$ cat config.mk
export PLATFORM = sky130hd
export DESIGN_NAME = fe_line_codec
export DESIGN_NICKNAME = d
export VERILOG_FILES = /design/src/line_pkg.sv /design/src/fe_line_codec.sv /design/src/sig_energy_detect.sv
export VERILOG_INCLUDE_DIRS = /design/src
export SDC_FILE = /design/constraint.sdc
export NUM_CORES = 1
export LEC_CHECK = 0
export ABC_AREA = 0
export BUFFER_PORTS_ARGS = -buffer_cell sky130_fd_sc_hd__clkbuf_2
export CAP_MARGIN = 20
export CORE_ASPECT_RATIO = 1.25
export CORE_MARGIN = 4
export CORE_UTILIZATION = 62
export CTS_CLUSTER_SIZE = 8
export DETAILED_ROUTE_END_ITERATION = 8
export GPL_TIMING_DRIVEN = 0
export PLACE_DENSITY = 0.94
export SKIP_CTS_REPAIR_TIMING = 1
export SYNTH_ARGS = -nofsm -noshare
export SYNTH_HDL_FRONTEND = slang
export SYNTH_SLANG_ARGS = --single-unit
$ cat constraint.sdc
create_clock -name clk -period 4.5 [get_ports clk]
set_clock_uncertainty 0.15 [all_clocks]
set_input_delay 0.45 -clock clk [delete_from_list [all_inputs] [get_ports clk]]
set_output_delay 0.45 -clock clk [all_outputs]
set_load 0.01 [all_outputs]
$ cat src/line_defs.svh
// register map, field positions, reset values, code-groups and timing counts
`ifndef LINE_DEFS_SVH
`define LINE_DEFS_SVH
`define CLK_MHZ           40
`define US_TO_CYC(t)      ((t) * `CLK_MHZ)
`define REG_CTRL          8'h00
`define REG_STATUS        8'h04
`define REG_SD_ON         8'h08
`define REG_SD_OFF        8'h0c
`define REG_SD_LISTEN     8'h10
`define CTRL_RECOV_BIT    0
`define CTRL_SYNCDN_BIT   1
`define CTRL_RESET        2'h0
`define STAT_LOCK_BIT     0
`define STAT_SD_BIT       1
`define STAT_LNK_LSB      2
`define STAT_UP_BIT       4
`define STAT_FRAME_BIT    5
`define SD_ON_RESET       8'h40
`define SD_OFF_RESET      8'h20
`define SD_LISTEN_RESET   16'h0010
`define SD_IIR_SHIFT      3
`define LOCK_MATCH_BITS   30
`define SYNC_IDLE_BITS    60
`define SSD_IDLE_BITS     12
`define SSD_TAIL_BITS     7
`define SYNC_LOSS_US      722
`define LINK_HOLD_US      50
`define RECOVER_US        10
`define LFSR_TAP_A        10
`define LFSR_TAP_B        8
`define CODE_J            5'h18
`define CODE_K            5'h11
`define CODE_T            5'h0d
`define CODE_R            5'h07
`define CODE_I            5'h1f
`define NIB_PRE           4'h5
`define NIB_BAD           4'he
`define RESP_OKAY         2'h0
`define RESP_SLVERR       2'h2
`endif

$ cat src/line_pkg.sv
// types shared by the line coding path and its register slave
package line_pkg;
    typedef enum logic [1:0] {LVL_ZERO, LVL_POS, LVL_NEG} tl_level_t;
    typedef enum logic [1:0] {RX_IDLE, RX_SSD, RX_FRAME, RX_BAD} rx_state_t;
    typedef enum logic [1:0] {LNK_FAIL, LNK_HOLD, LNK_UP, LNK_RECOVER} link_state_t;
    typedef struct packed {
        logic        awvalid;
        logic [31:0] awaddr;
        logic        wvalid;
        logic [31:0] wdata;
        logic [3:0]  wstrb;
        logic        bready;
        logic        arvalid;
        logic [31:0] araddr;
        logic        rready;
    } axi_req_t;
    typedef struct packed {
        logic        awready;
        logic        wready;
        logic        bvalid;
        logic [1:0]  bresp;
        logic        arready;
        logic        rvalid;
        logic [31:0] rdata;
        logic [1:0]  rresp;
    } axi_rsp_t;
endpackage : line_pkg

$ cat src/fe_line_codec.sv
// 100 Mb/s line coding path: three-level tx, rx decode, descrambler, 5b/4b, link monitor
// Function
// - scrambled tx bits go through nrzi, then three-level line code
// - a one bit changes the line level, a zero holds it
// - rx levels become nrzi bits, then nrz bits for the descrambler
// - rx logic takes one symbol per clock at the recovered rate
// - descrambler locks on idle; rx and tx data stay off until lock
// - after lock, sync is checked and reacquired on idle if lost
// - descrambled bits are aligned to 5-bit groups and mapped to nibbles
// - frames start only on start delimiter after idle; alignment held per frame
// - start delimiter pair is delivered as two 0101 nibbles, then data nibbles
// - conversion stops on end delimiter or two idle groups
// - start delimiter is 11000 then 10001
// - end delimiter is 01101 then 00111
// - bad start gives error and nibble 1110 until two idle groups
// - clock recovery tolerates jitter and ppm offset within limits; not done here, rx takes symbols already recovered upstream
// - standard link monitor; optional recovery state retries energy loss
// - optional link-down on descrambler sync loss
// - both link monitor add-ons are off after reset
// - signal detect compares an iir-filtered energy against thresholds
// - signal detect uses hysteresis
// - detector thresholds and listen time are programmable
//
// Chosen here: the AXI4-Lite slave port and the address map.
`include "line_defs.svh"
module fe_line_codec #(
    parameter logic [15:0] SYNC_LOSS_CYC = 16'(`US_TO_CYC(`SYNC_LOSS_US)),
    parameter logic [15:0] LINK_HOLD_CYC = 16'(`US_TO_CYC(`LINK_HOLD_US)),
    parameter logic [15:0] RECOVER_CYC   = 16'(`US_TO_CYC(`RECOVER_US))
) (
    input  wire logic                 clk,
    input  wire logic                 resetn,
    input  wire line_pkg::axi_req_t   s_axi_req,
    output line_pkg::axi_rsp_t        s_axi_rsp,
    input  wire logic                 tx_bit,
    input  wire line_pkg::tl_level_t  rx_level,
    input  wire logic [7:0]           rx_energy,
    output line_pkg::tl_level_t       tx_level,
    output logic [3:0]                rx_nibble,
    output logic                      rx_dv,
    output logic                      rx_er,
    output logic                      link_up,
    output logic                      tx_data_ok
);
    import line_pkg::*;

    typedef struct packed {
        tl_level_t   tx_lvl;
        logic        tx_nrzi;
        logic        tx_last_pos;
        tl_level_t   rx_prev;
        logic        rx_nrzi;
        logic [10:0] lfsr;
        logic        locked;
        logic [4:0]  match_cnt;
        logic [5:0]  ones_cnt;
        logic [15:0] loss_cnt;
        logic [11:0] sr;
        rx_state_t   rst;
        logic [2:0]  bit_cnt;
        logic [4:0]  prev_grp;
        logic        have_prev;
        logic        pend_pre;
        logic [3:0]  nib;
        logic        dv;
        logic        er;
        link_state_t lnk;
        logic [15:0] lnk_cnt;
        logic        up;
        logic        tx_ok;
        logic [1:0]  ctrl;
        logic [7:0]  sd_on;
        logic [7:0]  sd_off;
        logic [15:0] sd_listen;
        logic        aw_have;
        logic        w_have;
        logic [7:0]  aw_addr;
        logic [31:0] wdata;
        logic [3:0]  wstrb;
        axi_rsp_t    rsp;
    } st_t;

    st_t st;
    st_t nx;
    logic sig_det;

    assign s_axi_rsp  = st.rsp;
    assign tx_level   = st.tx_lvl;
    assign rx_nibble  = st.nib;
    assign rx_dv      = st.dv;
    assign rx_er      = st.er;
    assign link_up    = st.up;
    assign tx_data_ok = st.tx_ok;

    sig_energy_detect #(
        .W  (8),
        .K  (`SD_IIR_SHIFT),
        .LW (16)
    ) u_sd (
        .clk     (clk),
        .resetn  (resetn),
        .energy  (rx_energy),
        .on_thr  (st.sd_on),
        .off_thr (st.sd_off),
        .listen  (st.sd_listen),
        .present (sig_det)
    );

    // {invalid, nibble}
    function automatic logic [4:0] dec5(input logic [4:0] g);
        case (g)
            5'h1e: dec5 = 5'h00;
            5'h09: dec5 = 5'h01;
            5'h14: dec5 = 5'h02;
            5'h15: dec5 = 5'h03;
            5'h0a: dec5 = 5'h04;
            5'h0b: dec5 = 5'h05;
            5'h0e: dec5 = 5'h06;
            5'h0f: dec5 = 5'h07;
            5'h12: dec5 = 5'h08;
            5'h13: dec5 = 5'h09;
            5'h16: dec5 = 5'h0a;
            5'h17: dec5 = 5'h0b;
            5'h1a: dec5 = 5'h0c;
            5'h1b: dec5 = 5'h0d;
            5'h1c: dec5 = 5'h0e;
            5'h1d: dec5 = 5'h0f;
            default: dec5 = {1'b1, `NIB_BAD};
        endcase
    endfunction : dec5

    logic        nrzi_new;
    logic        nrz;
    logic        key;
    logic        d;
    logic [11:0] sr_n;
    logic [4:0]  dg;
    logic [31:0] rv;

    always_comb begin
        nx = st;
        nx.dv = 1'b0;
        nx.er = 1'b0;
        rv = 32'h0;

        nx.tx_nrzi = st.tx_nrzi ^ tx_bit;
        if (nx.tx_nrzi != st.tx_nrzi) begin
            unique case (st.tx_lvl)
                LVL_ZERO: begin
                    nx.tx_lvl = st.tx_last_pos ? LVL_NEG : LVL_POS;
                    nx.tx_last_pos = !st.tx_last_pos;
                end
                LVL_POS: nx.tx_lvl = LVL_ZERO;
                LVL_NEG: nx.tx_lvl = LVL_ZERO;
                default: nx.tx_lvl = LVL_ZERO;
            endcase
        end

        // one recovered symbol per clock, tracked upstream
        nx.rx_prev = rx_level;
        // level to nrzi, nrzi to nrz
        nrzi_new = st.rx_nrzi ^ (rx_level != st.rx_prev);
        nx.rx_nrzi = nrzi_new;
        nrz = nrzi_new ^ st.rx_nrzi;

        // acquire key from idle (plain ones)
        key = st.lfsr[`LFSR_TAP_A] ^ st.lfsr[`LFSR_TAP_B];
        if (!st.locked) begin
            nx.lfsr = {st.lfsr[9:0], !nrz};
            nx.match_cnt = (key == !nrz) ? st.match_cnt + 5'd1 : 5'd0;
            if (key == !nrz && st.match_cnt == 5'(`LOCK_MATCH_BITS - 1)) begin
                nx.locked = 1'b1;
                nx.loss_cnt = '0;
            end
        end else begin
            nx.lfsr = {st.lfsr[9:0], key};
        end
        d = nrz ^ key;
        nx.ones_cnt = d ? (st.ones_cnt == 6'h3f ? st.ones_cnt : st.ones_cnt + 6'd1) : 6'd0;

        if (st.locked) begin
            if (st.ones_cnt >= 6'(`SYNC_IDLE_BITS)) begin
                nx.loss_cnt = '0;
            end else if (st.loss_cnt == SYNC_LOSS_CYC - 16'd1) begin
                nx.locked = 1'b0;
                nx.match_cnt = '0;
            end else begin
                nx.loss_cnt = st.loss_cnt + 16'd1;
            end
        end

        sr_n = {st.sr[10:0], d};
        nx.sr = sr_n;
        dg = dec5(st.prev_grp);
        if (!st.locked) begin
            nx.rst = RX_IDLE;
            nx.pend_pre = 1'b0;
        end else begin
            unique case (st.rst)
                RX_IDLE: begin
                    if (!d && st.ones_cnt >= 6'(`SSD_IDLE_BITS)) begin
                        nx.rst = RX_SSD;
                        nx.bit_cnt = '0;
                    end
                end
                RX_SSD: begin
                    nx.bit_cnt = st.bit_cnt + 3'd1;
                    if (st.bit_cnt == 3'(`SSD_TAIL_BITS - 1)) begin
                        nx.bit_cnt = '0;
                        nx.have_prev = 1'b0;
                        nx.dv = 1'b1;
                        if (sr_n[9:0] == {`CODE_J, `CODE_K}) begin
                            nx.rst = RX_FRAME;
                            nx.nib = `NIB_PRE;
                            nx.pend_pre = 1'b1;
                        end else begin
                            nx.rst = RX_BAD;
                            nx.nib = `NIB_BAD;
                            nx.er = 1'b1;
                            nx.prev_grp = sr_n[4:0];
                        end
                    end
                end
                RX_FRAME: begin
                    nx.bit_cnt = st.bit_cnt + 3'd1;
                    if (st.pend_pre) begin
                        nx.pend_pre = 1'b0;
                        nx.dv = 1'b1;
                        nx.nib = `NIB_PRE;
                    end
                    if (st.bit_cnt == 3'd4) begin
                        nx.bit_cnt = '0;
                        nx.prev_grp = sr_n[4:0];
                        nx.have_prev = 1'b1;
                        if (st.have_prev) begin
                            // end on end pair or two idles
                            if ((st.prev_grp == `CODE_T && sr_n[4:0] == `CODE_R) ||
                                (st.prev_grp == `CODE_I && sr_n[4:0] == `CODE_I)) begin
                                nx.rst = RX_IDLE;
                            end else begin
                                nx.dv = 1'b1;
                                nx.nib = dg[3:0];
                                nx.er = dg[4];
                            end
                        end
                    end
                end
                RX_BAD: begin
                    nx.bit_cnt = st.bit_cnt + 3'd1;
                    if (st.bit_cnt == 3'd4) begin
                        nx.bit_cnt = '0;
                        nx.prev_grp = sr_n[4:0];
                        if (st.prev_grp == `CODE_I && sr_n[4:0] == `CODE_I) begin
                            nx.rst = RX_IDLE;
                        end else begin
                            nx.dv = 1'b1;
                            nx.nib = `NIB_BAD;
                            nx.er = 1'b1;
                        end
                    end
                end
            endcase
        end

        nx.lnk_cnt = st.lnk_cnt + 16'd1;
        unique case (st.lnk)
            LNK_FAIL: begin
                nx.lnk_cnt = '0;
                if (sig_det) begin
                    nx.lnk = LNK_HOLD;
                end
            end
            LNK_HOLD: begin
                if (!sig_det) begin
                    nx.lnk = LNK_FAIL;
                end else if (st.lnk_cnt == LINK_HOLD_CYC - 16'd1) begin
                    nx.lnk = LNK_UP;
                end
            end
            LNK_UP: begin
                nx.lnk_cnt = '0;
                if (st.ctrl[`CTRL_SYNCDN_BIT] && !st.locked) begin
                    nx.lnk = LNK_FAIL;
                end else if (!sig_det) begin
                    nx.lnk = st.ctrl[`CTRL_RECOV_BIT] ? LNK_RECOVER : LNK_FAIL;
                end
            end
            LNK_RECOVER: begin
                if (sig_det) begin
                    nx.lnk = LNK_UP;
                end else if (st.lnk_cnt == RECOVER_CYC - 16'd1) begin
                    nx.lnk = LNK_FAIL;
                end
            end
        endcase
        nx.up = (nx.lnk == LNK_UP) || (nx.lnk == LNK_RECOVER);
        nx.tx_ok = nx.up && nx.locked;

        // register slave: write path
        if (st.rsp.bvalid && s_axi_req.bready) begin
            nx.rsp.bvalid = 1'b0;
        end
        if (s_axi_req.awvalid && st.rsp.awready) begin
            nx.aw_have = 1'b1;
            nx.aw_addr = s_axi_req.awaddr[7:0];
        end
        if (s_axi_req.wvalid && st.rsp.wready) begin
            nx.w_have = 1'b1;
            nx.wdata = s_axi_req.wdata;
            nx.wstrb = s_axi_req.wstrb;
        end
        if (nx.aw_have && nx.w_have && !nx.rsp.bvalid) begin
            nx.aw_have = 1'b0;
            nx.w_have = 1'b0;
            nx.rsp.bvalid = 1'b1;
            nx.rsp.bresp = `RESP_OKAY;
            case (nx.aw_addr)
                `REG_CTRL: if (nx.wstrb[0]) nx.ctrl = nx.wdata[1:0];
                `REG_STATUS: nx.rsp.bresp = `RESP_OKAY;
                `REG_SD_ON: if (nx.wstrb[0]) nx.sd_on = nx.wdata[7:0];
                `REG_SD_OFF: if (nx.wstrb[0]) nx.sd_off = nx.wdata[7:0];
                `REG_SD_LISTEN: begin
                    if (nx.wstrb[0]) nx.sd_listen[7:0] = nx.wdata[7:0];
                    if (nx.wstrb[1]) nx.sd_listen[15:8] = nx.wdata[15:8];
                end
                default: nx.rsp.bresp = `RESP_SLVERR;
            endcase
        end
        nx.rsp.awready = !nx.aw_have && !nx.rsp.bvalid;
        nx.rsp.wready = !nx.w_have && !nx.rsp.bvalid;

        // register slave: read path
        if (st.rsp.rvalid && s_axi_req.rready) begin
            nx.rsp.rvalid = 1'b0;
        end
        if (s_axi_req.arvalid && st.rsp.arready) begin
            nx.rsp.rvalid = 1'b1;
            nx.rsp.rresp = `RESP_OKAY;
            case (s_axi_req.araddr[7:0])
                `REG_CTRL: rv[1:0] = st.ctrl;
                `REG_STATUS: begin
                    rv[`STAT_LOCK_BIT] = st.locked;
                    rv[`STAT_SD_BIT] = sig_det;
                    rv[`STAT_LNK_LSB +: 2] = st.lnk;
                    rv[`STAT_UP_BIT] = st.up;
                    rv[`STAT_FRAME_BIT] = (st.rst == RX_FRAME);
                end
                `REG_SD_ON: rv[7:0] = st.sd_on;
                `REG_SD_OFF: rv[7:0] = st.sd_off;
                `REG_SD_LISTEN: rv[15:0] = st.sd_listen;
                default: nx.rsp.rresp = `RESP_SLVERR;
            endcase
            nx.rsp.rdata = rv;
        end
        nx.rsp.arready = !nx.rsp.rvalid;
    end

    always_ff @(posedge clk) begin
        if (!resetn) begin
            st <= '0;
            st.ctrl <= `CTRL_RESET;
            st.sd_on <= `SD_ON_RESET;
            st.sd_off <= `SD_OFF_RESET;
            st.sd_listen <= `SD_LISTEN_RESET;
        end else begin
            st <= nx;
        end
    end
endmodule : fe_line_codec

$ cat src/sig_energy_detect.sv
// signal detect from an iir-filtered energy measure with hysteresis
`include "line_defs.svh"
module sig_energy_detect #(
    parameter int W  = 8,
    parameter int K  = `SD_IIR_SHIFT,
    parameter int LW = 16
) (
    input  wire logic          clk,
    input  wire logic          resetn,
    input  wire logic [W-1:0]  energy,
    input  wire logic [W-1:0]  on_thr,
    input  wire logic [W-1:0]  off_thr,
    input  wire logic [LW-1:0] listen,
    output logic               present
);
    import line_pkg::*;
    typedef struct packed {
        logic [W+K-1:0] acc;
        logic [LW-1:0]  cnt;
        logic           det;
    } sd_st_t;
    sd_st_t st;
    sd_st_t nx;
    logic [W-1:0] filt;
    assign filt = st.acc[W+K-1:K];
    assign present = st.det;

    always_comb begin
        nx = st;
        nx.acc = st.acc + (W+K)'(energy) - (st.acc >> K);
        if ((!st.det && filt >= on_thr) || (st.det && filt < off_thr)) begin
            nx.cnt = st.cnt + LW'(1);
            if (st.cnt >= listen) begin
                nx.det = !st.det;
                nx.cnt = '0;
            end
        end else begin
            nx.cnt = '0;
        end
    end

    always_ff @(posedge clk) begin
        if (!resetn) begin
            st <= '0;
        end else begin
            st <= nx;
        end
    end
endmodule : sig_energy_detect
Word-level counts from Yosys, hierarchy flattened
Memories as Yosys holds them, arrays and structs flattened. A register that Yosys moved wholly into a read port is not among the register bits.
Index checks and enable logic that the tools add are counted.
{ "totals": {"inputBits": 118, "rom_bits": 160, "wordCells": 225, "memories": 1, "register_bits": 210, "output_inout_bits": 51} }
{ "classes": {"mux": 62, "eq_ne": 41, "n_reduce_logical": 56, "add_sub_neg": 8, "n_bitwise": 7, "order_cmp": 5} }
{ "memory_table": {"columns": ["name", "words", "width", "rd", "rd_ports_with_merged_regs", "wr", "line_no", "rtl"], "rows": [
  ["(name not given)", 32, 5, 1, 1, 0, "fe_line_codec.sv:111", "case (g)"]
]} }
{ "op_table": {"columns": ["operator", "n"], "rows": [
  ["$mux W16", 5],
  ["$mux W6", 9],
  ["$add A16 B1 Y16 const B", 3],
  ["$mux W35", 1],
  ["$eq A8 B4 Y1 const B", 4],
  ["$mux W2", 16],
  ["$mux W5", 6],
  ["$mux W20", 1],
  ["$ne A2 B2 Y1 const B", 10],
  ["$pmux W5 S4", 1],
  ["$mux W18", 1],
  ["$pmux W6 S3", 1],
  ["$reduce_and A3 Y1", 6],
  ["$logic_and A1 B1 Y1", 17],
  ["$eq A16 B11 Y1 const B", 1],
  ["$eq A16 B15 Y1 const B", 1],
  ["$eq A16 B9 Y1 const B", 1],
  ["$eq A8 B3 Y1 const B", 2],
  ["$eq A8 B5 Y1 const B", 2],
  ["$ge A16 B16 Y1", 1],
  ["$logic_not A8 Y1", 2],
  ["$mux W8", 2],
  ["$pmux W4 S4", 1],
  ["$eq A5 B5 Y1 const B", 3],
  ["43 further kinds", 82]
]} }

Depth between registers and ports, before layout
Gate-level depths: netlist of run 1.
{ "logic_depth": {"ltp_word": 13, "depth_mapped": 14, "ltp_nobuf": 14} }

Cells and area by module
A second synthesis of run 1 with hierarchy kept.
{ "hier_totals": {"hier_cells": 1225, "area_unflattened_um2": 10656.5} }
{ "modules_own_cells": {"columns": ["mod", "cells_per_inst", "instances", "seq_area_each_um2", "area_each_um2"], "rows": [
  ["fe_line_codec", 929, 1, 3603.5, 8210.4],
  ["sig_energy_detect", 296, 1, 560.5, 2446.1]
]} }

Least setup slack after synthesis of run 1
OpenSTA, ideal clock, no wires.
{ "synth_timing": {"path_type": "in2reg", "start": "in rx_energy[1]", "end": "reg u_sd.st, in the netlist u_sd.filt[6]", "path_stages": 12, "setup_ns": 0.128, "setup_slack_ns": 1.575, "path_buffers": 0, "t_arrival_ns": 2.648, "required_ns": 4.222, "cell_sequence": "inv_1 > fa_1 > inv_1 > ha_1 > a21o_1 > a21oi_1 > nand2b_1 > a21boi_0 > o41a_1 > o21ai_0 > xor2_1 > nor2_1"} }
{ "synth_between": {"elab_chain_len": 2} }
{ "synth_lines": {"columns": ["element", "line_no", "rtl"], "rows": [
  ["from (decl)", "fe_line_codec.sv:37", "input wire logic [7:0] rx_energy,"],
  ["$add A11 B8 Y11", "sig_energy_detect.sv:30", "nx.acc = st.acc + (W+K)'(energy) - (st.acc >> K);"],
  ["$sub A11 B8 Y11", "sig_energy_detect.sv:30", null],
  ["to (signal assigned)", "sig_energy_detect.sv:46", "st <= nx;"],
  ["to (decl)", "sig_energy_detect.sv:22", "sd_st_t st;"]
]} }
No other way between the ends.
A chain may end at the register's enable or synchronous reset.

Worst setup path after layout of run 1
{ "layout_timing": {"start": "reg u_sd.st, in the netlist u_sd.filt[2]", "end": "reg u_sd.st, in the netlist u_sd.filt[7]"} }
{ "layout_between": {"elab_chain_len": 2} }
{ "layout_lines": {"columns": ["element", "line_no"], "rows": [
  ["$add A11 B8 Y11", "sig_energy_detect.sv:30"],
  ["$sub A11 B8 Y11 *", "sig_energy_detect.sv:30"]
]} }
Mark *: on every way between the ends. The rest lies on a longest branch, timed or not.

==> parameters.txt, run 1 <==
Parameter                              Value

Global route
  Via count of the first global-routing pass    about 10000
  GRT Residual Overflow    0
  Initial antenna violation count    0
  Wire length of the first global-routing pass    47.53 mm
  Largest net degree at the start of global routing    16
  GRT Resource Usage Total    between 20% and 30%

Detailed routing
  Detailed-router iteration count before antenna repair    7
  Antenna-violating nets left    0
  DRT iter0 DRCs    between 1000 and 1500
  Routed Wire Length    between 20 and 30 mm
  Routed length per placed instance    18.52 µm
  Drc violations    0
  Vias    9649
  Number of vias per cell    6.099

Setup path
  Data arrival time of the critical path    3580 ps
  Number of buffer and inverter instances along the worst setup path    1
  Stages on the worst setup path    11
  Maximum fanout along the worst path    4
  Largest delay share family, worst path    compound AO/OA/AOI/OAI gates
  Stage delay of the slowest cell on the critical path    roughly 550 ps
  CP Class    flip-flop to flip-flop
  Most common cell on crit path    sky130_fd_sc_hd__o21ai_0
  Number of cell instances on the worst register-to-register path    11
  Crit path required time    4740 ps
  Startpoint type of the worst setup path    flip-flop
  Critical path, cell by cell    fa_1 -> inv_1 -> ha_1 -> nor2b_1 -> o21ai_0 -> a21boi_0 -> o21a_1 -> o21ai_0 -> a31oi_1 -> xnor2_1 -> nor2_1
  Worst setup EP type    flip-flop
  Critical-path top delay cell    sky130_fd_sc_hd__fa_1

STA
  Count of final hold-check violations    1
  Max Fclk    roughly 300 MHz
  Post-layout min period    around 3300 ps
  Crit share post-route    between 70% and 80%
  Max transition margin    46.55%
  Number of slew-limit violations in the final report    0
  Worst Tran Pin Value    between 800 and 900 ps
  Worst hold-check slack    -0.1693 ps
  Total setup violations reported at the end of the flow    0
  Unrepaired setup endpoints after global routing    false
  Final TNS setup    0 ps

Clocking
  Later-pin clock latency in the skew report    550 ps
  CTS tree    built
  Clock transition at the registers of the reported paths    60 ps
  Deepest level of the CTS H-tree    1
  Number of clock sinks seen by CTS    about 210
  Maximum count of clock buffers along a single path    3
  Number of clock buffers inserted by TritonCTS    30
  Clock tree root buffer cell    sky130_fd_sc_hd__clkbuf_16

Synth
  Avg Synthesized Cell Area    8.619 µm²
  Seq cells post-synth    209
  Post-synthesis instance total    between 1000 and 1500
  Count of flip-flops with a built-in enable after synthesis    0
  Share of Yosys cell area claimed by the top area cell type    between 30 and 40%
  Number of warnings reported in the yosys synthesis log    0
  Cell Area, Synth    10590 µm²
  Share of synthesized area occupied by flip-flops and latches    39.50%
  Top cell types by occurrence after synthesis    sky130_fd_sc_hd__dfxtp_1, sky130_fd_sc_hd__nor2_1, sky130_fd_sc_hd__nand2_1
  Number of distinct library cells after synthesis    80
  Count leader, synth    sky130_fd_sc_hd__dfxtp_1
  Largest cells by area after synthesis    sky130_fd_sc_hd__dfxtp_1, sky130_fd_sc_hd__ha_1, sky130_fd_sc_hd__nor2_1
  Synth area leader    sky130_fd_sc_hd__dfxtp_1
  Ys async rst share    0%
  Most common flop cell mapped by yosys    sky130_fd_sc_hd__dfxtp_1

Worst hold path
  Worst hold path class    primary input to flip-flop
  Count of cells along the worst hold path    3

Status
  Violated checks    negative hold slack
  Result of the run    complete, but fails checks

Pwr
  Worst ir drop on vdd    approximately 0.29 mV
  Total power density per cell area    432.1 nW/µm²
  Static power due to leakage    5.248 nW

Layout
  Number of filler instances in the final layout    1111
  Diode insertion count for antenna repair    0
  Post-layout util    72.28%
  Multi-input gate area    about 5600 µm²
  Synth-to-Final Area Change    14.48%
  Layout Nets    1539
  Share of final-layout standard cells stronger than drive strength 1    14.32%
  Sequential cell area in the final layout    4184 µm²
  Non-filler cells in the finished layout    roughly 1600

Floorplan
  Die width    124.9 µm
  Die height    154.1 µm
  Effective utilization at floorplan    63.14%
  Number of core rows    53
  Placeable core region    16780 µm²
  Area enclosed by the die boundary    19250 µm²
  IO Pins    169

Placement
  Placed Cells incl. Taps    1549
  Detailed placer's ending HPWL    19.93 mm
  Placer Congestion    0.8920
  Count of buffers inserted at the top-level ports    83

Job
  Max-cap violation count    0
registers in the layout (all words and copies together) (netlist names), 2 cells and up:
| signal | count |
|---|---|
| st | 134 |
| s_axi_rsp | 23 |
| u_sd.st | 19 |
| nx | 9 |
| u_sd.filt | 8 |
| dg | 5 |
| rx_nibble | 4 |
| tx_level | 2 |
power by group:
| part | switching, mW | internal, mW | total [mW] |
|---|---|---|---|
| combinational | 0.738 | 0.532 | 1.27 |
| clock | 0.776 | 1.17 | 1.94 |
| sequential | 0.0854 | 1.94 | 2.03 |
path summary, 6_finish.rpt:
| check | to | slack, ps | startpoint |
|---|---|---|---|
| max | u_sd.filt[7]$_SDFF_PN0_ | 1160 | u_sd.filt[2]$_SDFF_PN0_ |
| min | st[77]$_SDFF_PN0_ | -0.2 | s_axi_req[72] |
| max reg2reg | u_sd.filt[7]$_SDFF_PN0_ | 1160 | u_sd.filt[2]$_SDFF_PN0_ |
| min reg2reg | st[209]$_SDFF_PN0_ | 280 | st[208]$_SDFF_PN0_ |
per-layer routing:
metal | GRT usage [%] | wire length [µm]
met1 | 32.75 | 10270
met2 | 52.37 | 14540
met3 | 5.351 | 2624
met4 | 18.18 | 1856
met5 | 0 | 0
cell usage in the layout (no fill, tap or decap), types with 32 or more instances in the layout:
master and n:
sky130_fd_sc_hd__xor2_1 32, sky130_fd_sc_hd__and2_1 37, sky130_fd_sc_hd__a21oi_1 64, sky130_fd_sc_hd__nor2_1 133
sky130_fd_sc_hd__nand2_1 108, sky130_fd_sc_hd__clkbuf_1 35, sky130_fd_sc_hd__inv_1 82, sky130_fd_sc_hd__buf_4 48
sky130_fd_sc_hd__ha_1 52, sky130_fd_sc_hd__o21ai_0 42, sky130_fd_sc_hd__nor2b_1 33, sky130_fd_sc_hd__nand3_1 48
sky130_fd_sc_hd__clkbuf_2 83, sky130_fd_sc_hd__dfxtp_1 209
per-stage QoR:
step                worst slack, ps  instance area [µm²]  power, mW  hold WS (ps)
floorplan                      1575                10660      2.918         250.9
global placement               1336                11350      3.121         257.2
detailed placement             1196                11350      3.238         268.3
CTS                            1265                12130      5.211        -5.624
global route                  986.3                12130      5.468         10.51
finish                         1163                12130      5.240       -0.1693
worst min-delay path, delay by kind of cell:
kind	cells	cell delay, ps
buffers and inverters	1	90
and+or+nand+nor	1	50
AOI/OAI and AO/OA	1	60
final cells by class:
| class | instances | share of cell area, % |
|---|---|---|
| buffer | 93 | 4.581 |
| clock buffer | 31 | 6.222 |
| inverter | 82 | 2.538 |
| tap | 220 | 2.270 |
| sequential | 209 | 34.50 |
| multi-input combinational | 862 | 46.25 |
| clock inverter | 2 | 0.2064 |
| timing repair buffer | 83 | 3.426 |
cell families (layout without fill, tap and decap cells):
kind of cell	after synthesis	count (layout)	share of synthesized area, %
xor gates and xnor gates	52	52	4.441
and+or+nand+nor	480	480	22.84
adders and majority gates	60	60	7.654
AOI/OAI and AO/OA	209	209	12.92
other	1	18	0.03540
muxes	43	43	4.453
DFF	209	209	39.50
buffers and inverters	175	291	8.150
No activity file was read; power rests on OpenSTA's default activity.
==> inputs of run 2 (changes only) <==
--- a/config.mk
+++ b/config.mk
@@ -6,16 +6,16 @@
 export SDC_FILE = /design/constraint.sdc
 export NUM_CORES = 1
 export LEC_CHECK = 0
-export ABC_AREA = 0
+export ABC_AREA = 1
 export BUFFER_PORTS_ARGS = -buffer_cell sky130_fd_sc_hd__clkbuf_2
 export CAP_MARGIN = 20
 export CORE_ASPECT_RATIO = 1.25
 export CORE_MARGIN = 4
-export CORE_UTILIZATION = 62
+export CORE_UTILIZATION = 57
 export CTS_CLUSTER_SIZE = 8
 export DETAILED_ROUTE_END_ITERATION = 8
 export GPL_TIMING_DRIVEN = 0
-export PLACE_DENSITY = 0.94
+export PLACE_DENSITY = 0.88
 export SKIP_CTS_REPAIR_TIMING = 1
 export SYNTH_ARGS = -nofsm -noshare
 export SYNTH_HDL_FRONTEND = slang
==> constraint.sdc (replaced) <==
create_clock -name clk -period 3.4 [get_ports clk]
set_clock_uncertainty 0.15 [all_clocks]
set_input_delay 0.34 -clock clk [delete_from_list [all_inputs] [get_ports clk]]
set_output_delay 0.34 -clock clk [all_outputs]
set_load 0.01 [all_outputs]
==> parameters.txt, run 2 <==
Parameter                              Value

Placement
  Worst setup slack after placement    661.7 ps
  Count of buffers inserted at the top-level ports    84
  Detailed placer's ending HPWL    18.97 mm
  Placer Congestion    0.9401

Global route
  Via count of the first global-routing pass    around 9500
  Largest net degree at the start of global routing    15
  GRT Resource Usage Total    24.34%
  GRT Residual Overflow    0
  Initial antenna violation count    0
  Wire length of the first global-routing pass    42.41 mm

Synth
  Ys async rst share    0%
  Cell Area, Synth    about 11000 µm²
  Count of flip-flops with a built-in enable after synthesis    0
  Top cell types by occurrence after synthesis    sky130_fd_sc_hd__nand2_1, sky130_fd_sc_hd__inv_1, sky130_fd_sc_hd__dfxtp_1
  Share of Yosys cell area claimed by the top area cell type    39.26%
  Seq cells post-synth    209
  Most common flop cell mapped by yosys    sky130_fd_sc_hd__dfxtp_1
  Number of distinct library cells after synthesis    59
  Post-synthesis instance total    1437
  Synth area leader    sky130_fd_sc_hd__dfxtp_1
  Count leader, synth    sky130_fd_sc_hd__nand2_1
  Largest cells by area after synthesis    sky130_fd_sc_hd__dfxtp_1, sky130_fd_sc_hd__nand2_1, sky130_fd_sc_hd__inv_1
  Number of warnings reported in the yosys synthesis log    0
  Avg Synthesized Cell Area    approximately 7.4 µm²
  Share of synthesized area occupied by flip-flops and latches    approximately two fifths

Setup path
  Critical Path Start    u_sd.filt[0]$_SDFF_PN0_
  Stage delay of the slowest cell on the critical path    510 ps
  Data arrival time of the critical path    ~3000 ps
  Reg2reg end    u_sd.filt[5]$_SDFF_PN0_
  Maximum fanout along the worst path    5
  Stages on the worst setup path    13
  Crit path required time    3670 ps
  Launch point of the worst reg-to-reg path    u_sd.filt[0]$_SDFF_PN0_
  CP Class    flip-flop to flip-flop
  Critical-path top delay cell    sky130_fd_sc_hd__fa_1
  Number of cell instances on the worst register-to-register path    13
  Largest delay share family, worst path    adder cells
  Worst setup EP type    flip-flop
  Startpoint type of the worst setup path    flip-flop
  Critical path, cell by cell    inv_1 -> fa_1 -> inv_1 -> ha_1 -> inv_1 -> o31ai_1 -> nand2_1 -> nand2_1 -> nand2_1 -> nand2_1 -> a31oi_1 -> o21ai_0 -> a21oi_1
  Most common cell on crit path    sky130_fd_sc_hd__nand2_1
  Internal reg-to-reg setup slack    670 ps
  Number of buffer and inverter instances along the worst setup path    3
  Termination of the worst setup path    u_sd.filt[5]$_SDFF_PN0_

Clocking
  CTS tree    built
  Maximum count of clock buffers along a single path    3
  Deepest level of the CTS H-tree    1
  Number of clock sinks seen by CTS    209
  Clock tree root buffer cell    sky130_fd_sc_hd__clkbuf_16
  Later-pin clock latency in the skew report    between 500 and 600 ps
  Clock transition at the registers of the reported paths    ~50 ps
  Number of clock buffers inserted by TritonCTS    30

STA
  Final TNS setup    0 ps
  Post-layout min period    roughly 2700 ps
  Total setup violations reported at the end of the flow    0
  Number of slew-limit violations in the final report    0
  Worst Tran Pin Value    749.4 ps
  Worst hold-check slack    -41.21 ps
  Max Fclk    366.2 MHz
  Crit share post-route    80.31%
  Count of final hold-check violations    7
  Max transition margin    49.86%
  Unrepaired setup endpoints after global routing    false
  Final Worst Setup Slack    ~670 ps

Job
  Max-cap violation count    0

Status
  Violated checks    negative hold slack
  Result of the run    complete, but fails checks

Floorplan
  Area enclosed by the die boundary    20960 µm²
  Die width    130.3 µm
  Placeable core region    about 18000 µm²
  Number of core rows    55
  Effective utilization at floorplan    58.44%
  Die height    roughly 160 µm
  IO Pins    around 170

Detailed routing
  Antenna-violating nets left    0
  Number of vias per cell    5.412
  Routed Wire Length    26.67 mm
  Drc violations    0
  Routed length per placed instance    14.65 µm
  Vias    9856
  DRT iter0 DRCs    696
  Detailed-router iteration count before antenna repair    5

Pwr
  Total power density per cell area    566.4 nW/µm²
  Worst ir drop on vdd    0.3704 mV
  Static power due to leakage    5.745 nW

Layout
  Most common cell after layout, fill and taps aside    sky130_fd_sc_hd__nand2_1
  Number of filler instances in the final layout    1419
  Layout Nets    1770
  Synth-to-Final Area Change    16.64%
  Diode insertion count for antenna repair    0
  Largest register by flop count    st
  Max reg flops    ~130
  Share of final-layout standard cells stronger than drive strength 1    13.87%
  Top library cells by usage in the layout, fill and taps aside    sky130_fd_sc_hd__nand2_1, sky130_fd_sc_hd__inv_1, sky130_fd_sc_hd__dfxtp_1

Worst hold path
  Count of cells along the worst hold path    4
  Worst hold path class    primary input to flip-flop
## run 2: layer usage
layer	vias to the layer above	wire, µm	track usage [%]
met5	-	0	0
met4	0	986	10.44
met3	88	1811	3.426
met2	388	13440	44.23
met1	4480	10430	27.88
li1	4900	-	-
## run 2: worst min-delay path by stage
stage,from,end,slack (ps)
4_1_cts,rx_level[0],st[211]$_SDFF_PN0_,-140
3_5_place_dp,st[208]$_SDFF_PN0_,st[209]$_SDFF_PN0_,250
2_1_floorplan,st[199]$_SDFF_PN0_,st[200]$_SDFF_PN0_,240
6_report,rx_energy[0],u_sd.st[17]$_SDFF_PN0_,-40
5_1_grt,rx_energy[0],u_sd.st[17]$_SDFF_PN0_,3
3_3_place_gp,st[205]$_SDFF_PN0_,st[206]$_SDFF_PN0_,250
## run 2: per-stage QoR
step	instances	total power [mW]	util [%]	hold slack, ps	instance area (µm²)
6_report	1821	7.041	68.16	-41.21	12430
5_1_grt	1821	7.426	68.16	3.351	12430
4_1_cts	1799	7.008	66.98	-135.9	12220
3_5_place_dp	1766	4.426	62.66	250.5	11430
3_3_place_gp	1766	4.342	62.66	245.0	11430
2_1_floorplan	1454	4.014	-	240.5	10720
## run 2: tightest hold or removal path: cells and delay by family
kind | cells | cell delay (ps)
adder cells (fa/ha/maj) | 1 | 120
buffers and inverters | 2 | 120
AND/OR/NAND/NOR | 1 | 40
## run 2: where the power goes
part           internal (mW)  switching (mW)  total [mW]
clock                   1.58            1.01        2.59
combinational          0.679            1.08        1.76
sequential              2.58           0.103        2.69
## run 2: cells by family (layout without fill, tap and decap cells)
group | after synthesis | in the layout | synth area share (%)
AND/OR/NAND/NOR | 543 | 543 | 22.33
buffers and inverters | 306 | 445 | 12.62
AO/OA/AOI/OAI | 283 | 283 | 15.00
flip-flops | 209 | 209 | 39.26
adder cells (fa/ha/maj) | 60 | 60 | 7.607
XOR/XNOR | 18 | 18 | 1.479
multiplexers | 17 | 17 | 1.667
other | 1 | 18 | 0.03519
## run 2: cell type report
class | instances | area [µm²] | area share, %
Clock inverter | 1 | 8.758 | 0.07046
Multi-Input combinational cell | 939 | 5192 | 41.77
Inverter | 230 | 863.3 | 6.945
Timing Repair Buffer | 106 | 635.6 | 5.113
Buffer | 76 | 481.7 | 3.875
Tap cell | 228 | 285.3 | 2.295
Sequential cell | 209 | 4184 | 33.66
Clock buffer | 32 | 779.5 | 6.271
